### config.mk
export PLATFORM = sky130hd
export DESIGN_NAME = reader_station_flat
export DESIGN_NICKNAME = d
export VERILOG_FILES = /design/src/design/reader_pkg.sv /design/src/design/reader_link_if.sv /design/src/design/reader_station.sv /design/src/flat_wrapper.sv
export SDC_FILE = /design/constraint.sdc
export NUM_CORES = 1
export LEC_CHECK = 0
export BUFFER_PORTS_ARGS = -buffer_cell sky130_fd_sc_hd__buf_2
export CAP_MARGIN = 20
export CORE_AREA = 5 5 81 83
export CTS_BUF_LIST = sky130_fd_sc_hd__clkbuf_4 sky130_fd_sc_hd__clkbuf_8 sky130_fd_sc_hd__clkbuf_16
export CTS_CLUSTER_DIAMETER = 200
export DETAILED_ROUTE_END_ITERATION = 10
export DIE_AREA = 0 0 86 88
export SYNTH_ARGS = -nofsm -noshare
export SYNTH_HDL_FRONTEND = slang
export SYNTH_SLANG_ARGS = --single-unit
### constraint.sdc
create_clock -name I_CLK -period 4.5 [get_ports I_CLK]
set_input_delay 0.9 -clock I_CLK [delete_from_list [all_inputs] [get_ports I_CLK]]
set_output_delay 0.9 -clock I_CLK [all_outputs]
set_load 0.05 [all_outputs]
### src/design/reader_pkg.sv
package reader_pkg;
  // ----------------------------------------------------------------
  // clock and power-up timing
  // ----------------------------------------------------------------
  localparam int unsigned CLK_HZ      = 250_000_000;
  localparam int unsigned POWERUP_MS  = 80;
  localparam int unsigned POWERUP_CYC = POWERUP_MS * (CLK_HZ / 1000);
  localparam int          PWR_W       = 25;

  // ----------------------------------------------------------------
  // operator switch indices
  // ----------------------------------------------------------------
  localparam int SW_STOP = 0;
  localparam int SW_ADV  = 1;
  localparam int SW_STEP = 2;
  localparam int SW_ARST = 3;
  localparam int SW_N    = 4;

  // ----------------------------------------------------------------
  // controller registers (avalon byte addresses)
  // ----------------------------------------------------------------
  localparam int          ADDR_W      = 4;
  localparam logic [3:0]  REG_CTRL    = 4'h0;
  localparam logic [3:0]  REG_DIV     = 4'h4;
  localparam logic [3:0]  REG_STAT    = 4'h8;
  localparam int          CTRL_ONLINE = 0;
  localparam int          CTRL_RUN    = 1;
  localparam logic [1:0]  CTRL_RST    = 2'h0;
  localparam int          DIV_W       = 16;
  localparam logic [15:0] DIV_RST     = 16'h0100;
  localparam int          STAT_STOP   = 0;
  localparam int          STAT_ALARM  = 1;
  localparam int          STAT_SUPP   = 2;
  localparam int          STAT_ADV    = 3;
endpackage

### src/design/reader_link_if.sv
`timescale 1ns/10ps
interface reader_link_if;
  logic reader_stop;
  logic step_read;
  logic alarm_suppress;
  logic alarm;
  logic on_line;
  logic step_pulse;

  modport station (
    output reader_stop,
    output step_read,
    output alarm_suppress,
    output alarm,
    input  on_line,
    input  step_pulse
  );

  modport master (
    input  reader_stop,
    input  step_read,
    input  alarm_suppress,
    input  alarm,
    output on_line,
    output step_pulse
  );
endinterface

### src/design/reader_station.sv
// How it works
// - stop out only if stop switch and on-line
// - master withholds automatic step pulses while stopped
// - advance edge sets flip-flop only when stopped
// - flip-flop sent as step-read, master steps one
// - stop released, master resumes automatic stepping
// - every switch debounced by set-reset latch
// - manual steps blocked when running on-line
// - manual steps merged onto driver step line
// - stop, on-line and step give alarm suppress
// - stop and step-read held off for 80 ms
// - separate verify and feed alarm flags
// - alarm flags set only while on-line
// - set flag lights lamp and raises alarm
// - alarm out held low at power-on
// - master treats any alarm as blocking all
// - alarm reset switch clears both flags
// - on-line lamp follows on-line signal
// - alarm out gets same power-up gating
// - stop lamp lit in stop position
`timescale 1ns/10ps
module reader_station #(
  parameter int unsigned POWERUP_CYCLES = reader_pkg::POWERUP_CYC
) (
  input  wire logic                        I_CLK,
  input  wire logic                        I_RSTN,
  input  wire logic [reader_pkg::SW_N-1:0] I_SW_MAKE,
  input  wire logic [reader_pkg::SW_N-1:0] I_SW_BREAK,
  input  wire logic                        I_VERIFY_ERR,
  input  wire logic                        I_FEED_ERR,
  reader_link_if.station                   LINK,
  output logic                             O_DRIVER_STEP,
  output logic                             O_STOP_LAMP,
  output logic                             O_ONLINE_LAMP,
  output logic                             O_VERIFY_LAMP,
  output logic                             O_FEED_LAMP
);

  // ----------------------------------------------------------------
  // declarations
  // ----------------------------------------------------------------
  logic [reader_pkg::SW_N-1:0]  mk_s1_r;
  logic [reader_pkg::SW_N-1:0]  mk_s2_r;
  logic [reader_pkg::SW_N-1:0]  bk_s1_r;
  logic [reader_pkg::SW_N-1:0]  bk_s2_r;
  logic [2:0]                   in_s1_r;
  logic [2:0]                   in_s2_r;
  logic [reader_pkg::SW_N-1:0]  deb_r;
  logic [reader_pkg::SW_N-1:0]  deb_nxt;
  logic [reader_pkg::SW_N-1:0]  deb_d_r;
  logic [reader_pkg::SW_N-1:0]  rise;
  logic [reader_pkg::PWR_W-1:0] pwr_cnt_r;
  logic [reader_pkg::PWR_W-1:0] pwr_cnt_nxt;
  logic                         gate_r;
  logic                         gate_nxt;
  logic                         online;
  logic                         stop_act;
  logic                         man_pass;
  logic                         adv_r;
  logic                         adv_nxt;
  logic                         verr_r;
  logic                         verr_nxt;
  logic                         ferr_r;
  logic                         ferr_nxt;
  logic                         stop_out_r;
  logic                         stop_out_nxt;
  logic                         step_read_r;
  logic                         step_read_nxt;
  logic                         supp_r;
  logic                         supp_nxt;
  logic                         alarm_r;
  logic                         alarm_nxt;
  logic                         drv_r;
  logic                         drv_nxt;
  logic                         stop_lamp_r;
  logic                         online_lamp_r;

  // ----------------------------------------------------------------
  // input synchronisers
  // ----------------------------------------------------------------

  // two stages on the switch, error and on-line inputs; stage one feeds stage two only
  always_ff @(posedge I_CLK) begin
    if (!I_RSTN) begin
      mk_s1_r <= '0;
      mk_s2_r <= '0;
      bk_s1_r <= '0;
      bk_s2_r <= '0;
      in_s1_r <= 3'h0;
      in_s2_r <= 3'h0;
    end else begin
      mk_s1_r <= I_SW_MAKE;
      mk_s2_r <= mk_s1_r;
      bk_s1_r <= I_SW_BREAK;
      bk_s2_r <= bk_s1_r;
      in_s1_r <= {I_FEED_ERR, I_VERIFY_ERR, LINK.on_line};
      in_s2_r <= in_s1_r;
    end
  end

  // ----------------------------------------------------------------
  // debounce latches and edge events
  // ----------------------------------------------------------------

  // make contact sets, break contact clears; bounce on one contact
  // alone never moves the latch, so one clean change per throw
  always_comb begin
    for (int i = 0; i < reader_pkg::SW_N; i++) begin
      if (mk_s2_r[i]) begin
        deb_nxt[i] = 1'b1;
      end else if (bk_s2_r[i]) begin
        deb_nxt[i] = 1'b0;
      end else begin
        deb_nxt[i] = deb_r[i];
      end
    end
  end

  // single-cycle rising events of the debounced levels
  assign rise = deb_r & ~deb_d_r;

  // shared qualifiers
  assign online   = in_s2_r[0];
  assign stop_act = deb_r[reader_pkg::SW_STOP] & online;

  always_ff @(posedge I_CLK) begin
    if (!I_RSTN) begin
      deb_r   <= '0;
      deb_d_r <= '0;
    end else begin
      deb_r   <= deb_nxt;
      deb_d_r <= deb_r;
    end
  end

  // ----------------------------------------------------------------
  // power-up output gating
  // ----------------------------------------------------------------

  // counter freezes once the gate opens, so it never wraps back shut
  always_comb begin
    pwr_cnt_nxt = pwr_cnt_r;
    gate_nxt    = gate_r;
    if (!gate_r) begin
      pwr_cnt_nxt = pwr_cnt_r + 1'b1;
      if (pwr_cnt_r == reader_pkg::PWR_W'(POWERUP_CYCLES - 1)) begin
        gate_nxt = 1'b1;
      end
    end
  end

  always_ff @(posedge I_CLK) begin
    if (!I_RSTN) begin
      pwr_cnt_r <= '0;
      gate_r    <= 1'b0;
    end else begin
      pwr_cnt_r <= pwr_cnt_nxt;
      gate_r    <= gate_nxt;
    end
  end

  // ----------------------------------------------------------------
  // stop, single advance and manual step
  // ----------------------------------------------------------------

  // manual steps pass unless the reader is running on incoming pulses
  assign man_pass = deb_r[reader_pkg::SW_STOP] | ~online;

  always_comb begin
    // advance is taken only while stopped; it lives one cycle
    if (rise[reader_pkg::SW_ADV] && stop_act) begin
      adv_nxt = 1'b1;
    end else if (adv_r || !stop_act) begin
      adv_nxt = 1'b0;
    end else begin
      adv_nxt = adv_r;
    end
    stop_out_nxt  = gate_r & stop_act;
    step_read_nxt = gate_r & adv_r & stop_act;
    // master steps share the driver line with passed manual steps;
    // two pulses in adjacent cycles merge into one longer pulse
    drv_nxt       = (rise[reader_pkg::SW_STEP] & man_pass)
                    | LINK.step_pulse;
    supp_nxt      = stop_act & deb_r[reader_pkg::SW_STEP];
  end

  always_ff @(posedge I_CLK) begin
    if (!I_RSTN) begin
      adv_r       <= 1'b0;
      stop_out_r  <= 1'b0;
      step_read_r <= 1'b0;
      drv_r       <= 1'b0;
      supp_r      <= 1'b0;
    end else begin
      adv_r       <= adv_nxt;
      stop_out_r  <= stop_out_nxt;
      step_read_r <= step_read_nxt;
      drv_r       <= drv_nxt;
      supp_r      <= supp_nxt;
    end
  end

  // ----------------------------------------------------------------
  // alarm flags
  // ----------------------------------------------------------------

  // an error arriving with the reset press wins, so none is lost
  always_comb begin
    if (in_s2_r[1] && online) begin
      verr_nxt = 1'b1;
    end else if (rise[reader_pkg::SW_ARST]) begin
      verr_nxt = 1'b0;
    end else begin
      verr_nxt = verr_r;
    end
    if (in_s2_r[2] && online) begin
      ferr_nxt = 1'b1;
    end else if (rise[reader_pkg::SW_ARST]) begin
      ferr_nxt = 1'b0;
    end else begin
      ferr_nxt = ferr_r;
    end
    // held low until the gate opens so a stale flag cannot stall
    // every other sender on the line
    alarm_nxt = gate_r & (verr_r | ferr_r);
  end

  always_ff @(posedge I_CLK) begin
    if (!I_RSTN) begin
      verr_r  <= 1'b0;
      ferr_r  <= 1'b0;
      alarm_r <= 1'b0;
    end else begin
      verr_r  <= verr_nxt;
      ferr_r  <= ferr_nxt;
      alarm_r <= alarm_nxt;
    end
  end

  // ----------------------------------------------------------------
  // lamps
  // ----------------------------------------------------------------

  // lamps are local only, so they skip the power-up gate
  always_ff @(posedge I_CLK) begin
    if (!I_RSTN) begin
      stop_lamp_r   <= 1'b0;
      online_lamp_r <= 1'b0;
    end else begin
      stop_lamp_r   <= deb_r[reader_pkg::SW_STOP];
      online_lamp_r <= online;
    end
  end

  // ----------------------------------------------------------------
  // outputs
  // ----------------------------------------------------------------
  assign LINK.reader_stop    = stop_out_r;
  assign LINK.step_read      = step_read_r;
  assign LINK.alarm_suppress = supp_r;
  assign LINK.alarm          = alarm_r;
  assign O_DRIVER_STEP       = drv_r;
  assign O_STOP_LAMP         = stop_lamp_r;
  assign O_ONLINE_LAMP       = online_lamp_r;
  assign O_VERIFY_LAMP       = verr_r;
  assign O_FEED_LAMP         = ferr_r;

endmodule

### src/flat_wrapper.sv
// flat-port wrapper written by rule: the top's interface ports become plain ports
module reader_station_flat 
#(
  parameter int unsigned POWERUP_CYCLES = reader_pkg::POWERUP_CYC
)
  (I_CLK, I_RSTN, I_SW_MAKE, I_SW_BREAK, I_VERIFY_ERR, I_FEED_ERR, O_DRIVER_STEP, O_STOP_LAMP, O_ONLINE_LAMP, O_VERIFY_LAMP, O_FEED_LAMP, LINK_reader_stop, LINK_step_read, LINK_alarm_suppress, LINK_alarm, LINK_on_line, LINK_step_pulse);
  reader_link_if LINK_i ();
  input  wire logic I_CLK;
  input  wire logic I_RSTN;
  input  wire logic [reader_pkg::SW_N-1:0] I_SW_MAKE;
  input  wire logic [reader_pkg::SW_N-1:0] I_SW_BREAK;
  input  wire logic I_VERIFY_ERR;
  input  wire logic I_FEED_ERR;
  output logic O_DRIVER_STEP;
  output logic O_STOP_LAMP;
  output logic O_ONLINE_LAMP;
  output logic O_VERIFY_LAMP;
  output logic O_FEED_LAMP;
  output wire logic [$bits(LINK_i.reader_stop)-1:0] LINK_reader_stop;
  output wire logic [$bits(LINK_i.step_read)-1:0] LINK_step_read;
  output wire logic [$bits(LINK_i.alarm_suppress)-1:0] LINK_alarm_suppress;
  output wire logic [$bits(LINK_i.alarm)-1:0] LINK_alarm;
  input wire logic [$bits(LINK_i.on_line)-1:0] LINK_on_line;
  input wire logic [$bits(LINK_i.step_pulse)-1:0] LINK_step_pulse;
  assign LINK_reader_stop = LINK_i.reader_stop;
  assign LINK_step_read = LINK_i.step_read;
  assign LINK_alarm_suppress = LINK_i.alarm_suppress;
  assign LINK_alarm = LINK_i.alarm;
  assign LINK_i.on_line = LINK_on_line;
  assign LINK_i.step_pulse = LINK_step_pulse;
  reader_station #(.POWERUP_CYCLES(POWERUP_CYCLES)) u_core (.I_CLK(I_CLK), .I_RSTN(I_RSTN), .I_SW_MAKE(I_SW_MAKE), .I_SW_BREAK(I_SW_BREAK), .I_VERIFY_ERR(I_VERIFY_ERR), .I_FEED_ERR(I_FEED_ERR), .LINK(LINK_i), .O_DRIVER_STEP(O_DRIVER_STEP), .O_STOP_LAMP(O_STOP_LAMP), .O_ONLINE_LAMP(O_ONLINE_LAMP), .O_VERIFY_LAMP(O_VERIFY_LAMP), .O_FEED_LAMP(O_FEED_LAMP));
endmodule
======== After elaboration in Yosys (flattened, before gate mapping) ========
Index checks and enable logic that the tools add are counted.
storage, ports and cells
  output and inout bits ................... 9
  word-level logic and storage cells ...... 65
  bits of input ports ..................... 14
  register bits ........................... 66
cells by class
  $add $sub $neg .......................... 1
  bitwise operators ....................... 13
  multiplexer cells ....................... 15
  equal/unequal tests ..................... 1
  reduce and logical (&&, ||, !) cells .... 12
operators with widths
  cell                                                              count
  25-bit by 1-bit adder with 25-bit output (second input constant)  1
  25-bit equality test (second input constant)                      1
  1-bit two-way mux                                                 15
  2-bit nonzero test                                                7
  1-bit AND                                                         7
  4-bit AND                                                         1
  4-bit inverter                                                    1
  1-bit logical AND                                                 3
  1-bit bitwise OR                                                  3
  1-bit logical NOT                                                 1
  1-bit logical OR                                                  1
  1-bit inverter                                                    1

======== Logic depth before layout (Yosys ltp) ========
Gate-level depths: netlist of run 1.
  word-level depth ........................ 5
  depth in mapped cells ................... 6
  gate-level depth less buffers ........... 5

======== Least setup slack after synthesis of run 1 ========
OpenSTA, ideal clock, no wires.
  path kind ............................... input to register
  start ................................... input I_RSTN
  end ..................................... register u_core.pwr_cnt_r[5] (netlist name)
  data required time ...................... 4.375 ns
  stages on the path ...................... 3
  buffers on the path ..................... 1
  data arrival time ....................... 1.418 ns
  slack ................................... 2.958 ns
  library setup time ...................... 0.125 ns
  cells stage by stage .................... inv_1 dlygate4sd1_1 nor2_1
RTL lines
  what                    line                   text
  start: declaration      flat_wrapper.sv:9      input wire logic I_RSTN;
  end signal: assignment  reader_station.sv:157  pwr_cnt_r <= pwr_cnt_nxt;
  end: declaration        reader_station.sv:52   logic [reader_pkg::PWR_W-1:0] pwr_cnt_r;
No word-level cell between the ends.

======== Worst setup path after layout of run 1 ========
  start ................................... register u_core.verr_r, in the netlist u_core.O_VERIFY_LAMP
  end ..................................... output O_VERIFY_LAMP
RTL lines
  what                      line                   text
  start: declaration        reader_station.sv:61   logic verr_r;
  start signal: assignment  reader_station.sv:234  verr_r <= verr_nxt;
  end: declaration          flat_wrapper.sv:17     output logic O_VERIFY_LAMP;
No word-level cell between the ends.

==> summary.md, run 1 <==
| Metric | Value |
|---|---|
| Sequential cell area fraction in the yosys report | `53.7%` |
| Die H | `88 microns` |
| Worst-margin pin slew | `987 ps` |
| Worst Path Arrival | `990 ps` |
| Cell area after layout | `2760 sq um` |
| CP cell instances | `buf_2` |
| Largest fanout of any net on the critical path | `3` |
| Critical Path Slowest Stage Cell | `dfxtp_1` |
| Clk Latency, worst-skew pair | `340 ps` |
| Total of hold buffers inserted after clock tree synthesis | `0` |
| Most area-consuming cells after synthesis | `dfxtp_1 (54%), and2_1 (7.7%), a21oi_1 (3.3%), nor2_1 (3.3%), xnor2_1 (2.2%)` |
| Hold slack | `426 ps` |
| Worst clock skew on the final layout | `9.53 ps` |
| Post-synth cell types | `40` |
| Clock-pin transition on the worst setup and hold timing paths | `80 ps` |
| Core Area | `5780 sq um` |
| Maximum number of pins on one net before global-route repair | `34` |
| Placed cell areas | `2560 sq um` |
| Required time at the endpoint of the critical path | `3600 ps` |
| Clock buffers created by TritonCTS | `9` |
| Combinational Power Share | `3.2%` |
| CTS Sinks | `65` |
| Post-synthesis sequential element count | `65` |
| Synthesis-to-finish area growth | `14.0%` |
| Area enclosed by the die boundary | `7570 sq um` |
| Wire length of the first global-routing pass | `7070 microns` |
| Power density over the cells | `409 nW/um^2` |
| Share of the core filled with cells in the final layout | `47.8%` |
| Hold Fails Final Rpt | `0` |
| Final cycle utilization of the critical path | `41.9%` |
| Slew Limit Fails | `0` |
| Number of warning messages in the yosys log | `0` |
| DR vias | `1719` |
| Outcome | `finished, final reports clean` |
| Wire length per cell after detailed routing | `12.2 microns` |
| Setup repair after global routing missed its margin | `no` |
| Highest Clock Rate | `530 MHz` |
| Max-Cap Viols | `0` |
| Static Leak | `1.10 nW` |
| Pre-CTS setup slack | `2280 ps` |
| Fraction of layout instances using a drive strength above 1 | `15.0%` |
| Family with the most delay on the worst path | `flip-flops` |
| Number of top-level pins | `23` |
| Syn Inst Count | `247` |
| Via-per-instance ratio | `4.93` |
| Cell internal power dissipation | `0.000866 W` |
| Max-Slew Margin vs Limit | `34.1%` |
| Clock root buffer | `clkbuf_8` |
| Accumulated negative setup slack | `0 ps` |
| Post-synth EDFFs | `0` |
| Cell type with the largest total area after synthesis | `dfxtp_1` |
| Net count after synthesis | `262` |
| Post-synth top flop | `dfxtp_1` |
| Final net count | `284` |
| Clk network pwr share | `43.9%` |
| Maximum buffer depth of the clock tree | `2` |
| Switching pwr | `0.000264 W` |
| Path type of the worst min-delay path | `reg2reg` |
| Final estimated routing congestion in global placement | `0.747` |
| PnR worst setup slack | `2610 ps` |
| Total number of placement rows | `28` |
| Antenna violations before repair | `0` |
| Number of failing setup endpoints in the final timing report | `0` |
| Vias in the first global route | `1599` |
| Top cell type's share of synthesized area | `53.7%` |
| Number of remaining DRC errors | `0` |
| Number of gates resized after cts | `0` |
| Final HPWL DP | `2750 microns` |
| Die X-Extent | `86 microns` |
| Diodes inserted | `0` |
| H-tree level count | `3` |
| GRT Total Usage | `12.1%` |
| Most common library cells after synthesis | `dfxtp_1 (65), and2_1 (30), nor2_1 (21), a21oi_1 (16), nand2_1 (10)` |
| Starting density of the core | `41.9%` |
| Largest stage delay, worst path | `370 ps` |
| Share of async-settable or async-resettable flops after synthesis | `0%` |
| Fraction of power consumed by sequential logic | `52.9%` |
| Mean instance size in the synthesized netlist | `9.81 sq um` |
| Post-layout min period | `1890 ps` |
| Number of nets still failing antenna checks after routing | `0` |
| Final wirelength | `4240 microns` |
| Fraction of power spent switching nets | `23.3%` |
| Number of search-and-repair iterations in the first detailed-routing pass | `4` |
| Setup bufs post-CTS | `0` |
| IO Port Bufs | `22` |
| Detailed Route Iter0 Violations | `55` |
| CTS tree | `done` |
| Sum of overflow across all layers after global routing | `0` |
| Count of buffer and inverter cells on the critical path | `1` |
| Most common cell in the synthesized netlist | `dfxtp_1` |
| Largest voltage drop on the vdd net | `266 uV` |
| Element type at the critical path end | `output port` |
| Critical Setup Path Class | `reg2out` |
| Netlist area before placement | `2420 sq um` |
| Type of origin of the critical path | `register` |
-- final cells by class --
| type | count | area [sq um] |
|---|---|---|
| Clock buffer | 9 | 124 |
| Clock inverter | 7 | 77.6 |
| Fill cell | 556 | 3020 |
| Inverter | 8 | 30.0 |
| Multi-Input combinational cell | 163 | 1030 |
| Sequential cell | 65 | 1300 |
| Tap cell | 75 | 93.8 |
| Timing Repair Buffer | 22 | 110 |
-- per-layer routing --
| layer | track usage, % | share of wire [%] |
|---|---|---|
| met1 | 14.2 | 48 |
| met2 | 19.7 | 46 |
| met3 | 3.39 | 3.6 |
| met4 | 7.34 | 2.2 |
| met5 | 0 | 0 |
-- power groups by stage --
| stage | clock network, W | registers (W) | logic, W |
|---|---|---|---|
| floorplan | 0 | 0.000614 | 0.0000230 |
| global placement | 0 | 0.000610 | 0.0000366 |
| detailed placement | 0 | 0.000611 | 0.0000371 |
| CTS | 0.000513 | 0.000597 | 0.0000373 |
| global route | 0.000540 | 0.000599 | 0.0000419 |
| finish | 0.000496 | 0.000597 | 0.0000366 |
-- path summary, 6_finish.rpt --
path         slack [ps]  cells after the start                               from                                 to
max                2610                      1  u_core.O_VERIFY_LAMP$_SDFFE_PN0P_                      O_VERIFY_LAMP
min reg2reg         430                      1       u_core.mk_s1_r[0]$_SDFF_PN0_       u_core.mk_s2_r[0]$_SDFF_PN0_
min                 430                      1       u_core.mk_s1_r[0]$_SDFF_PN0_       u_core.mk_s2_r[0]$_SDFF_PN0_
max reg2reg        2690                      4   u_core.pwr_cnt_r[4]$_SDFFE_PN0N_  u_core.pwr_cnt_r[18]$_SDFFE_PN0N_
-- kinds of logic after synthesis --
group,after synthesis,synth area share [%]
AOI/OAI and AO/OA,33,7.90
buffers and inverters,19,3.92
xor gates and xnor gates,12,4.34
muxes,1,0.413
and+or+nand+nor,116,29.2
DFF,65,53.7
adders and majority gates,1,0.516
-- per-stage QoR --
stage | std cells | power [W]
floorplan | 247 | 0.000637
global placement | 333 | 0.000647
detailed placement | 333 | 0.000648
CTS | 349 | 0.00115
global route | 349 | 0.00118
finish | 349 | 0.00113
-- cell usage in the layout (no fill, tap or decap), types with 2 or more instances in the layout --
| master | n |
|---|---|
| dfxtp_1 | 65 |
| buf_2 | 22 |
| a22oi_1 | 2 |
| or4_1 | 4 |
| clkbuf_8 | 9 |
| a31oi_1 | 2 |
| or3_1 | 6 |
| and3b_1 | 2 |
| a21oi_1 | 16 |
| nand4_1 | 6 |
| inv_1 | 8 |
| and2_1 | 30 |
| xnor2_1 | 6 |
| nand3_1 | 8 |
| clkinv_4 | 2 |
| nand2b_1 | 2 |
| o21ai_0 | 4 |
| nand4_4 | 2 |
| inv_6 | 2 |
| o21ai_1 | 3 |
| and4_1 | 4 |
| o31ai_1 | 4 |
| nor2_1 | 21 |
| xor2_1 | 6 |
| nor3_1 | 2 |
| and3_1 | 8 |
| nor4b_1 | 2 |
| nor4_1 | 3 |
| nand2_1 | 10 |
-- flip-flops by register name, summed over array words and instances (netlist names), 3 cells and up --
| signal | cells |
|---|---|
| u_core.deb_r | 4 |
| u_core.bk_s1_r | 4 |
| u_core.bk_s2_r | 4 |
| u_core.in_s2_r | 3 |
| u_core.pwr_cnt_r | 25 |
| u_core.mk_s1_r | 4 |
| u_core.in_s1_r | 3 |
| u_core.mk_s2_r | 4 |
| u_core.deb_d_r | 4 |
Power figures use the tool's default switching activity.
==> run 2: changes to the inputs <==
==> constraint.sdc (replaced) <==
create_clock -name I_CLK -period 1.9 [get_ports I_CLK]
set_input_delay 0.38 -clock I_CLK [delete_from_list [all_inputs] [get_ports I_CLK]]
set_output_delay 0.38 -clock I_CLK [all_outputs]
set_load 0.05 [all_outputs]
==> summary.md, run 2 (same netlist as run 1, synthesis figures left out) <==
| Metric | Value |
|---|---|
| Clock root buffer | `clkbuf_8` |
| Total number of placement rows | `28` |
| Final estimated routing congestion in global placement | `0.774` |
| Max-Cap Viols | `0` |
| Multi-input gate area in the final layout | `1030 sq um` |
| Number of failing setup endpoints in the final timing report | `0` |
| Final net count | `291` |
| Detailed Route Iter0 Violations | `94` |
| Accumulated negative setup slack | `0 ps` |
| Highest Clock Rate | `574 MHz` |
| Element type at the critical path end | `register` |
| Synthesis-to-finish area growth | `16.2%` |
| R2R Path End | `u_core.pwr_cnt_r[21]$_SDFFE_PN0N_` |
| Startpoint of the lowest-slack hold path | `I_SW_BREAK[2]` |
| Hold Fails Final Rpt | `0` |
| Number of search-and-repair iterations in the first detailed-routing pass | `4` |
| Number of nets still failing antenna checks after routing | `0` |
| Combinational Power Share | `3.4%` |
| Launch instance of the worst register-to-register path | `u_core.gate_r$_SDFF_PN0_` |
| Most frequent standard cell in the layout excluding fill and tap cells | `dfxtp_1` |
| Cell internal power dissipation | `0.00205 W` |
| Final HPWL DP | `2940 microns` |
| CP cell instances | `and3b_1, nand4_4, or4_1, a21oi_1` |
| Hold slack | `239 ps` |
| Outcome | `finished, final reports clean` |
| CTS tree | `done` |
| Maximum buffer depth of the clock tree | `2` |
| Path type of the worst min-delay path | `in2reg` |
| Storage cell area | `1300 sq um` |
| Post-layout min period | `1740 ps` |
| Sum of overflow across all layers after global routing | `0` |
| Diodes inserted | `0` |
| Number of remaining DRC errors | `0` |
| Power density over the cells | `951 nW/um^2` |
| Count of buffer and inverter cells on the critical path | `0` |
| Die H | `88 microns` |
| PnR worst setup slack | `157 ps` |
| Clk network pwr share | `43.8%` |
| Switching pwr | `0.000625 W` |
| Wire length of the first global-routing pass | `7560 microns` |
| Max-Slew Margin vs Limit | `75.5%` |
| Top register by number of flip-flops | `u_core.pwr_cnt_r` |
| Wire length per cell after detailed routing | `12.3 microns` |
| Antenna violations before repair | `0` |
| Vias in the first global route | `1705` |
| H-tree level count | `3` |
| Worst-margin pin slew | `365 ps` |
| Endpoint of the worst hold-timing path | `u_core.bk_s1_r[2]$_SDFF_PN0_` |
| Maximum number of pins on one net before global-route repair | `34` |
| Type of origin of the critical path | `register` |
| Family with the most delay on the worst path | `simple AND/OR/NAND/NOR gates` |
| Critical Setup Path Class | `reg2reg` |
| Largest fanout of any net on the critical path | `11` |
| Fraction of power consumed by sequential logic | `52.8%` |
| Worst Path Arrival | `2020 ps` |
| Die X-Extent | `86 microns` |
| Worst clock skew on the final layout | `5.50 ps` |
| Via-per-instance ratio | `5.04` |
| Slew Limit Fails | `0` |
| Number of top-level pins | `23` |
| GRT Total Usage | `12.9%` |
| Critical Path Slowest Stage Cell | `or4_1` |
| Number of flip-flops in the largest register | `25` |
| Number of cells traversed by the worst hold path | `2` |
| Fraction of power spent switching nets | `23.3%` |
| Starting density of the core | `41.9%` |
| Largest voltage drop on the vdd net | `669 uV` |
| Cell depth of the worst flop-to-flop path | `4` |
| Setup repair after global routing missed its margin | `no` |
| Required time at the endpoint of the critical path | `2170 ps` |
| Core Area | `5780 sq um` |
| Register-to-register path setup slack | `160 ps` |
| Highest-count cells in the layout ignoring fill and taps | `dfxtp_1 (65), and2_1 (30), buf_2 (22)` |
| Fraction of layout instances using a drive strength above 1 | `17.4%` |
| Pre-CTS setup slack | `130 ps` |
| Cell depth of the worst setup path | `4` |
| Final cycle utilization of the critical path | `91.7%` |
| CTS Sinks | `65` |
| Clock buffers created by TritonCTS | `9` |
| Layout filler cell count | `563` |
| DR vias | `1796` |
| Share of the core filled with cells in the final layout | `48.7%` |
| Clk Latency, worst-skew pair | `340 ps` |
| Static Leak | `1.13 nW` |
| Clock-pin transition on the worst setup and hold timing paths | `70 ps` |
| Largest stage delay, worst path | `490 ps` |
| Final wirelength | `4380 microns` |
| IO Port Bufs | `22` |
| Area enclosed by the die boundary | `7570 sq um` |
-- run 2: how the worst max path moves through the flow --
| stage | from | end | slack (ps) |
|---|---|---|---|
| 6_report | u_core.gate_r$_SDFF_PN0_ | u_core.pwr_cnt_r[21]$_SDFFE_PN0N_ | 160 |
| 3_3_place_gp | u_core.pwr_cnt_r[5]$_SDFFE_PN0N_ | u_core.pwr_cnt_r[18]$_SDFFE_PN0N_ | 170 |
| 2_1_floorplan | u_core.pwr_cnt_r[8]$_SDFFE_PN0N_ | u_core.pwr_cnt_r[21]$_SDFFE_PN0N_ | 380 |
| 3_5_place_dp | u_core.pwr_cnt_r[5]$_SDFFE_PN0N_ | u_core.pwr_cnt_r[18]$_SDFFE_PN0N_ | 130 |
| 4_1_cts | u_core.pwr_cnt_r[5]$_SDFFE_PN0N_ | u_core.pwr_cnt_r[18]$_SDFFE_PN0N_ | 110 |
| 5_1_grt | u_core.pwr_cnt_r[8]$_SDFFE_PN0N_ | u_core.pwr_cnt_r[18]$_SDFFE_PN0N_ | 50 |
-- run 2: power by group through the flow --
stage	logic [W]	registers [W]	clock network, W
floorplan	0.0000545	0.00145	0
global placement	0.0000912	0.00145	0
detailed placement	0.0000921	0.00145	0
CTS	0.0000925	0.00141	0.00122
global route	0.000104	0.00142	0.00127
finish	0.0000906	0.00141	0.00117
-- run 2: cell type report --
class | instances | share of cell area [%]
timing repair buffer | 29 | 5.78
multi-input combinational | 163 | 36.5
sequential | 65 | 46.2
clock buffer | 9 | 4.40
tap | 75 | 3.33
clock inverter | 7 | 2.71
inverter | 8 | 1.07
-- run 2: through the flow --
| step | area (sq um) | power, W | cells |
|---|---|---|---|
| 6_report | 2820 | 0.00268 | 356 |
| 5_1_grt | 2820 | 0.00280 | 356 |
| 4_1_cts | 2820 | 0.00272 | 356 |
| 3_5_place_dp | 2620 | 0.00154 | 340 |
| 3_3_place_gp | 2620 | 0.00154 | 340 |
| 2_1_floorplan | 2420 | 0.00151 | 247 |
-- run 2: what timing repair did --
action | 4_1_cts | 5_1_grt
hold buffers | 0 | 0
endpoints found under the setup margin | 0 | 1
setup buffers | 0 | 0
resized for setup | 0 | 1
-- run 2: layer usage --
metal | vias up | wire, microns | track usage [%] | part of all wire [%]
met1 | 840 | 2000 | 14.9 | 46
met3 | 10 | 227 | 6.02 | 5.2
met5 | - | 0 | 0 | 0
met4 | 0 | 81 | 5.61 | 1.9
li1 | 910 | - | - | -
met2 | 36 | 2060 | 20.6 | 47
==> run 3: changes to the inputs <==
--- a/config.mk
+++ b/config.mk
@@ -5,13 +5,14 @@
 export SDC_FILE = /design/constraint.sdc
 export NUM_CORES = 1
 export LEC_CHECK = 0
+export ABC_AREA = 1
 export BUFFER_PORTS_ARGS = -buffer_cell sky130_fd_sc_hd__buf_2
 export CAP_MARGIN = 20
-export CORE_AREA = 5 5 81 83
+export CORE_AREA = 5 5 82 84
 export CTS_BUF_LIST = sky130_fd_sc_hd__clkbuf_4 sky130_fd_sc_hd__clkbuf_8 sky130_fd_sc_hd__clkbuf_16
 export CTS_CLUSTER_DIAMETER = 200
 export DETAILED_ROUTE_END_ITERATION = 10
-export DIE_AREA = 0 0 86 88
+export DIE_AREA = 0 0 87 89
 export SYNTH_ARGS = -nofsm -noshare
 export SYNTH_HDL_FRONTEND = slang
 export SYNTH_SLANG_ARGS = --single-unit
==> summary.md, run 3 <==
| Metric | Value |
|---|---|
| Clock buffers created by TritonCTS | `9` |
| Setup repair after global routing missed its margin | `no` |
| Family with the most delay on the worst path | `simple AND/OR/NAND/NOR gates` |
| DR vias | `2011` |
| Final wirelength | `4750 microns` |
| Most common cell in the synthesized netlist | `nand2_1` |
| Number of top-level pins | `23` |
| Die X-Extent | `87 microns` |
| Element type at the critical path end | `register` |
| Maximum number of pins on one net before global-route repair | `23` |
| Top register by number of flip-flops | `u_core.pwr_cnt_r` |
| Critical Path Slowest Stage Cell | `dfxtp_1` |
| Max-Slew Margin vs Limit | `65.8%` |
| Clock-pin transition on the worst setup and hold timing paths | `70 ps` |
| Accumulated negative setup slack | `0 ps` |
| Most common library cells after synthesis | `nand2_1 (87), dfxtp_1 (65), inv_1 (64), nor2_1 (49), nand3_1 (16)` |
| Starting density of the core | `43.1%` |
| IO Port Bufs | `22` |
| Largest stage delay, worst path | `380 ps` |
| Via-per-instance ratio | `4.44` |
| Post-synth cell types | `25` |
| Largest voltage drop on the vdd net | `467 uV` |
| Number of remaining DRC errors | `0` |
| H-tree level count | `3` |
| Diodes inserted | `0` |
| Vias in the first global route | `1846` |
| Post-layout min period | `1490 ps` |
| Final net count | `388` |
| Mean instance size in the synthesized netlist | `7.28 sq um` |
| Antenna violations before repair | `0` |
| Path type of the worst min-delay path | `in2reg` |
| Layout filler cell count | `583` |
| Type of origin of the critical path | `register` |
| CP cell instances | `ha_1, nand2_1, nor2_1, nand2_1, nor2_4, nand3_1, nor2_1, nor2_1` |
| Max-Cap Viols | `0` |
| Count of buffer and inverter cells on the critical path | `0` |
| Required time at the endpoint of the critical path | `2140 ps` |
| Final estimated routing congestion in global placement | `0.822` |
| Core Area | `5850 sq um` |
| Number of failing setup endpoints in the final timing report | `0` |
| Highest-count cells in the layout ignoring fill and taps | `nand2_1 (87), dfxtp_1 (65), inv_1 (64)` |
| Total of hold buffers inserted after clock tree synthesis | `0` |
| Highest Clock Rate | `670 MHz` |
| Overall power | `0.00255 W` |
| Fraction of layout instances using a drive strength above 1 | `12.4%` |
| Wire length per cell after detailed routing | `10.5 microns` |
| CTS tree | `done` |
| Die H | `89 microns` |
| Cell type with the largest total area after synthesis | `dfxtp_1` |
| Syn Inst Count | `346` |
| Slew Limit Fails | `0` |
| Number of nets still failing antenna checks after routing | `0` |
| Number of gates resized after cts | `0` |
| Final cycle utilization of the critical path | `78.5%` |
| Net count after synthesis | `361` |
| Wire length of the first global-routing pass | `8520 microns` |
| Synthesis-to-finish area growth | `14.3%` |
| Sum of overflow across all layers after global routing | `0` |
| Post-synth top flop | `dfxtp_1` |
| Worst-margin pin slew | `512 ps` |
| Hold Fails Final Rpt | `0` |
| Total number of placement rows | `28` |
| GRT Total Usage | `14.5%` |
| Final HPWL DP | `3490 microns` |
| Worst Path Arrival | `1730 ps` |
| Clk Latency, worst-skew pair | `340 ps` |
| Number of search-and-repair iterations in the first detailed-routing pass | `4` |
| Post-synthesis sequential element count | `65` |
| Crit-path most repeated cell | `nor2_1` |
| Power density over the cells | `887 nW/um^2` |
| Clock root buffer | `clkbuf_8` |
| Worst clock skew on the final layout | `3.09 ps` |
| Share of async-settable or async-resettable flops after synthesis | `0%` |
| Critical Setup Path Class | `reg2reg` |
| Area enclosed by the die boundary | `7740 sq um` |
| Static Leak | `1.38 nW` |
| Most frequent standard cell in the layout excluding fill and tap cells | `nand2_1` |
| Netlist area before placement | `2520 sq um` |
| CTS Sinks | `65` |
| Number of warning messages in the yosys log | `0` |
| Most area-consuming cells after synthesis | `dfxtp_1 (52%), nand2_1 (13%), inv_1 (9.5%), nor2_1 (7.3%), nand3_1 (3.2%)` |
| Sequential cell area fraction in the yosys report | `51.6%` |
| Largest fanout of any net on the critical path | `11` |
| Post-synth EDFFs | `0` |
| Top cell type's share of synthesized area | `51.6%` |
| Number of flip-flops in the largest register | `25` |
| Detailed Route Iter0 Violations | `65` |
| Outcome | `finished, final reports clean` |
| Maximum buffer depth of the clock tree | `2` |
| Setup bufs post-CTS | `0` |
==> run 3: worst paths after layout <==
check	startpoint	endpoint	slack (ps)	cells past startpoint
setup / recovery	u_core.pwr_cnt_r[0]$_SDFFE_PN0N_	u_core.pwr_cnt_r[22]$_SDFFE_PN0N_	410	8
hold / removal	I_SW_MAKE[3]	u_core.mk_s1_r[3]$_SDFF_PN0_	220	3
setup reg to reg	u_core.pwr_cnt_r[0]$_SDFFE_PN0N_	u_core.pwr_cnt_r[22]$_SDFFE_PN0N_	410	8
hold reg to reg	u_core.deb_d_r[1]$_SDFF_PN0_	u_core.adv_r$_SDFFE_PN0P_	400	1
==> run 3: kinds of logic after synthesis <==
group	count (synthesis)	synth area share (%)
adders and majority gates	1	0.496
and+or+nand+nor	177	29.9
DFF	65	51.6
xor gates and xnor gates	3	1.04
buffers and inverters	73	11.2
AOI/OAI and AO/OA	27	5.66
==> run 3: through the flow <==
stage,hold slack (ps),utilization [%],worst slack [ps],instances,instance area (sq um)
after global placement,381,46.2,485,437,2700
final,218,49.2,408,453,2880
after floorplan,376,-,617,346,2520
after detailed placement,394,46.2,445,437,2700
after global routing,212,49.2,180,453,2880
after CTS,197,49.2,429,453,2880
==> run 3: worst reg2reg max path, stage by stage, from the launching register on <==
cell	delay, ps
dfxtp_1	380
ha_1	190
nand2_1	80
nor2_1	90
nand2_1	110
nor2_4	250
nand3_1	140
nor2_1	110
nor2_1	50
==> run 3: layer usage <==
metal  share of wire [%]  vias to the layer above  track usage, %
li1                    -                     1105               -
met1                  52                      873            19.1
met2                  41                       22            20.7
met3                 3.4                       11            3.87
met4                 3.1                        0            9.77
met5                   0                        -               0
==> run 3: final cells by class <==
cell class | instances | area, sq um | area share [%]
Inverter | 65 | 244 | 8.47
Clock buffer | 12 | 153 | 5.30
Multi-Input combinational cell | 208 | 936 | 32.5
Timing Repair Buffer | 24 | 125 | 4.34
Tap cell | 75 | 93.8 | 3.26
Clock inverter | 4 | 27.5 | 0.956
Sequential cell | 65 | 1300 | 45.2
==> run 3: report_power, final <==
| group | internal (W) | switching [W] |
|---|---|---|
| clock | 0.000540 | 0.000511 |
| combinational | 0.0000312 | 0.0000584 |
| sequential | 0.00140 | 0.0000143 |
| total | 0.00197 | 0.000584 |
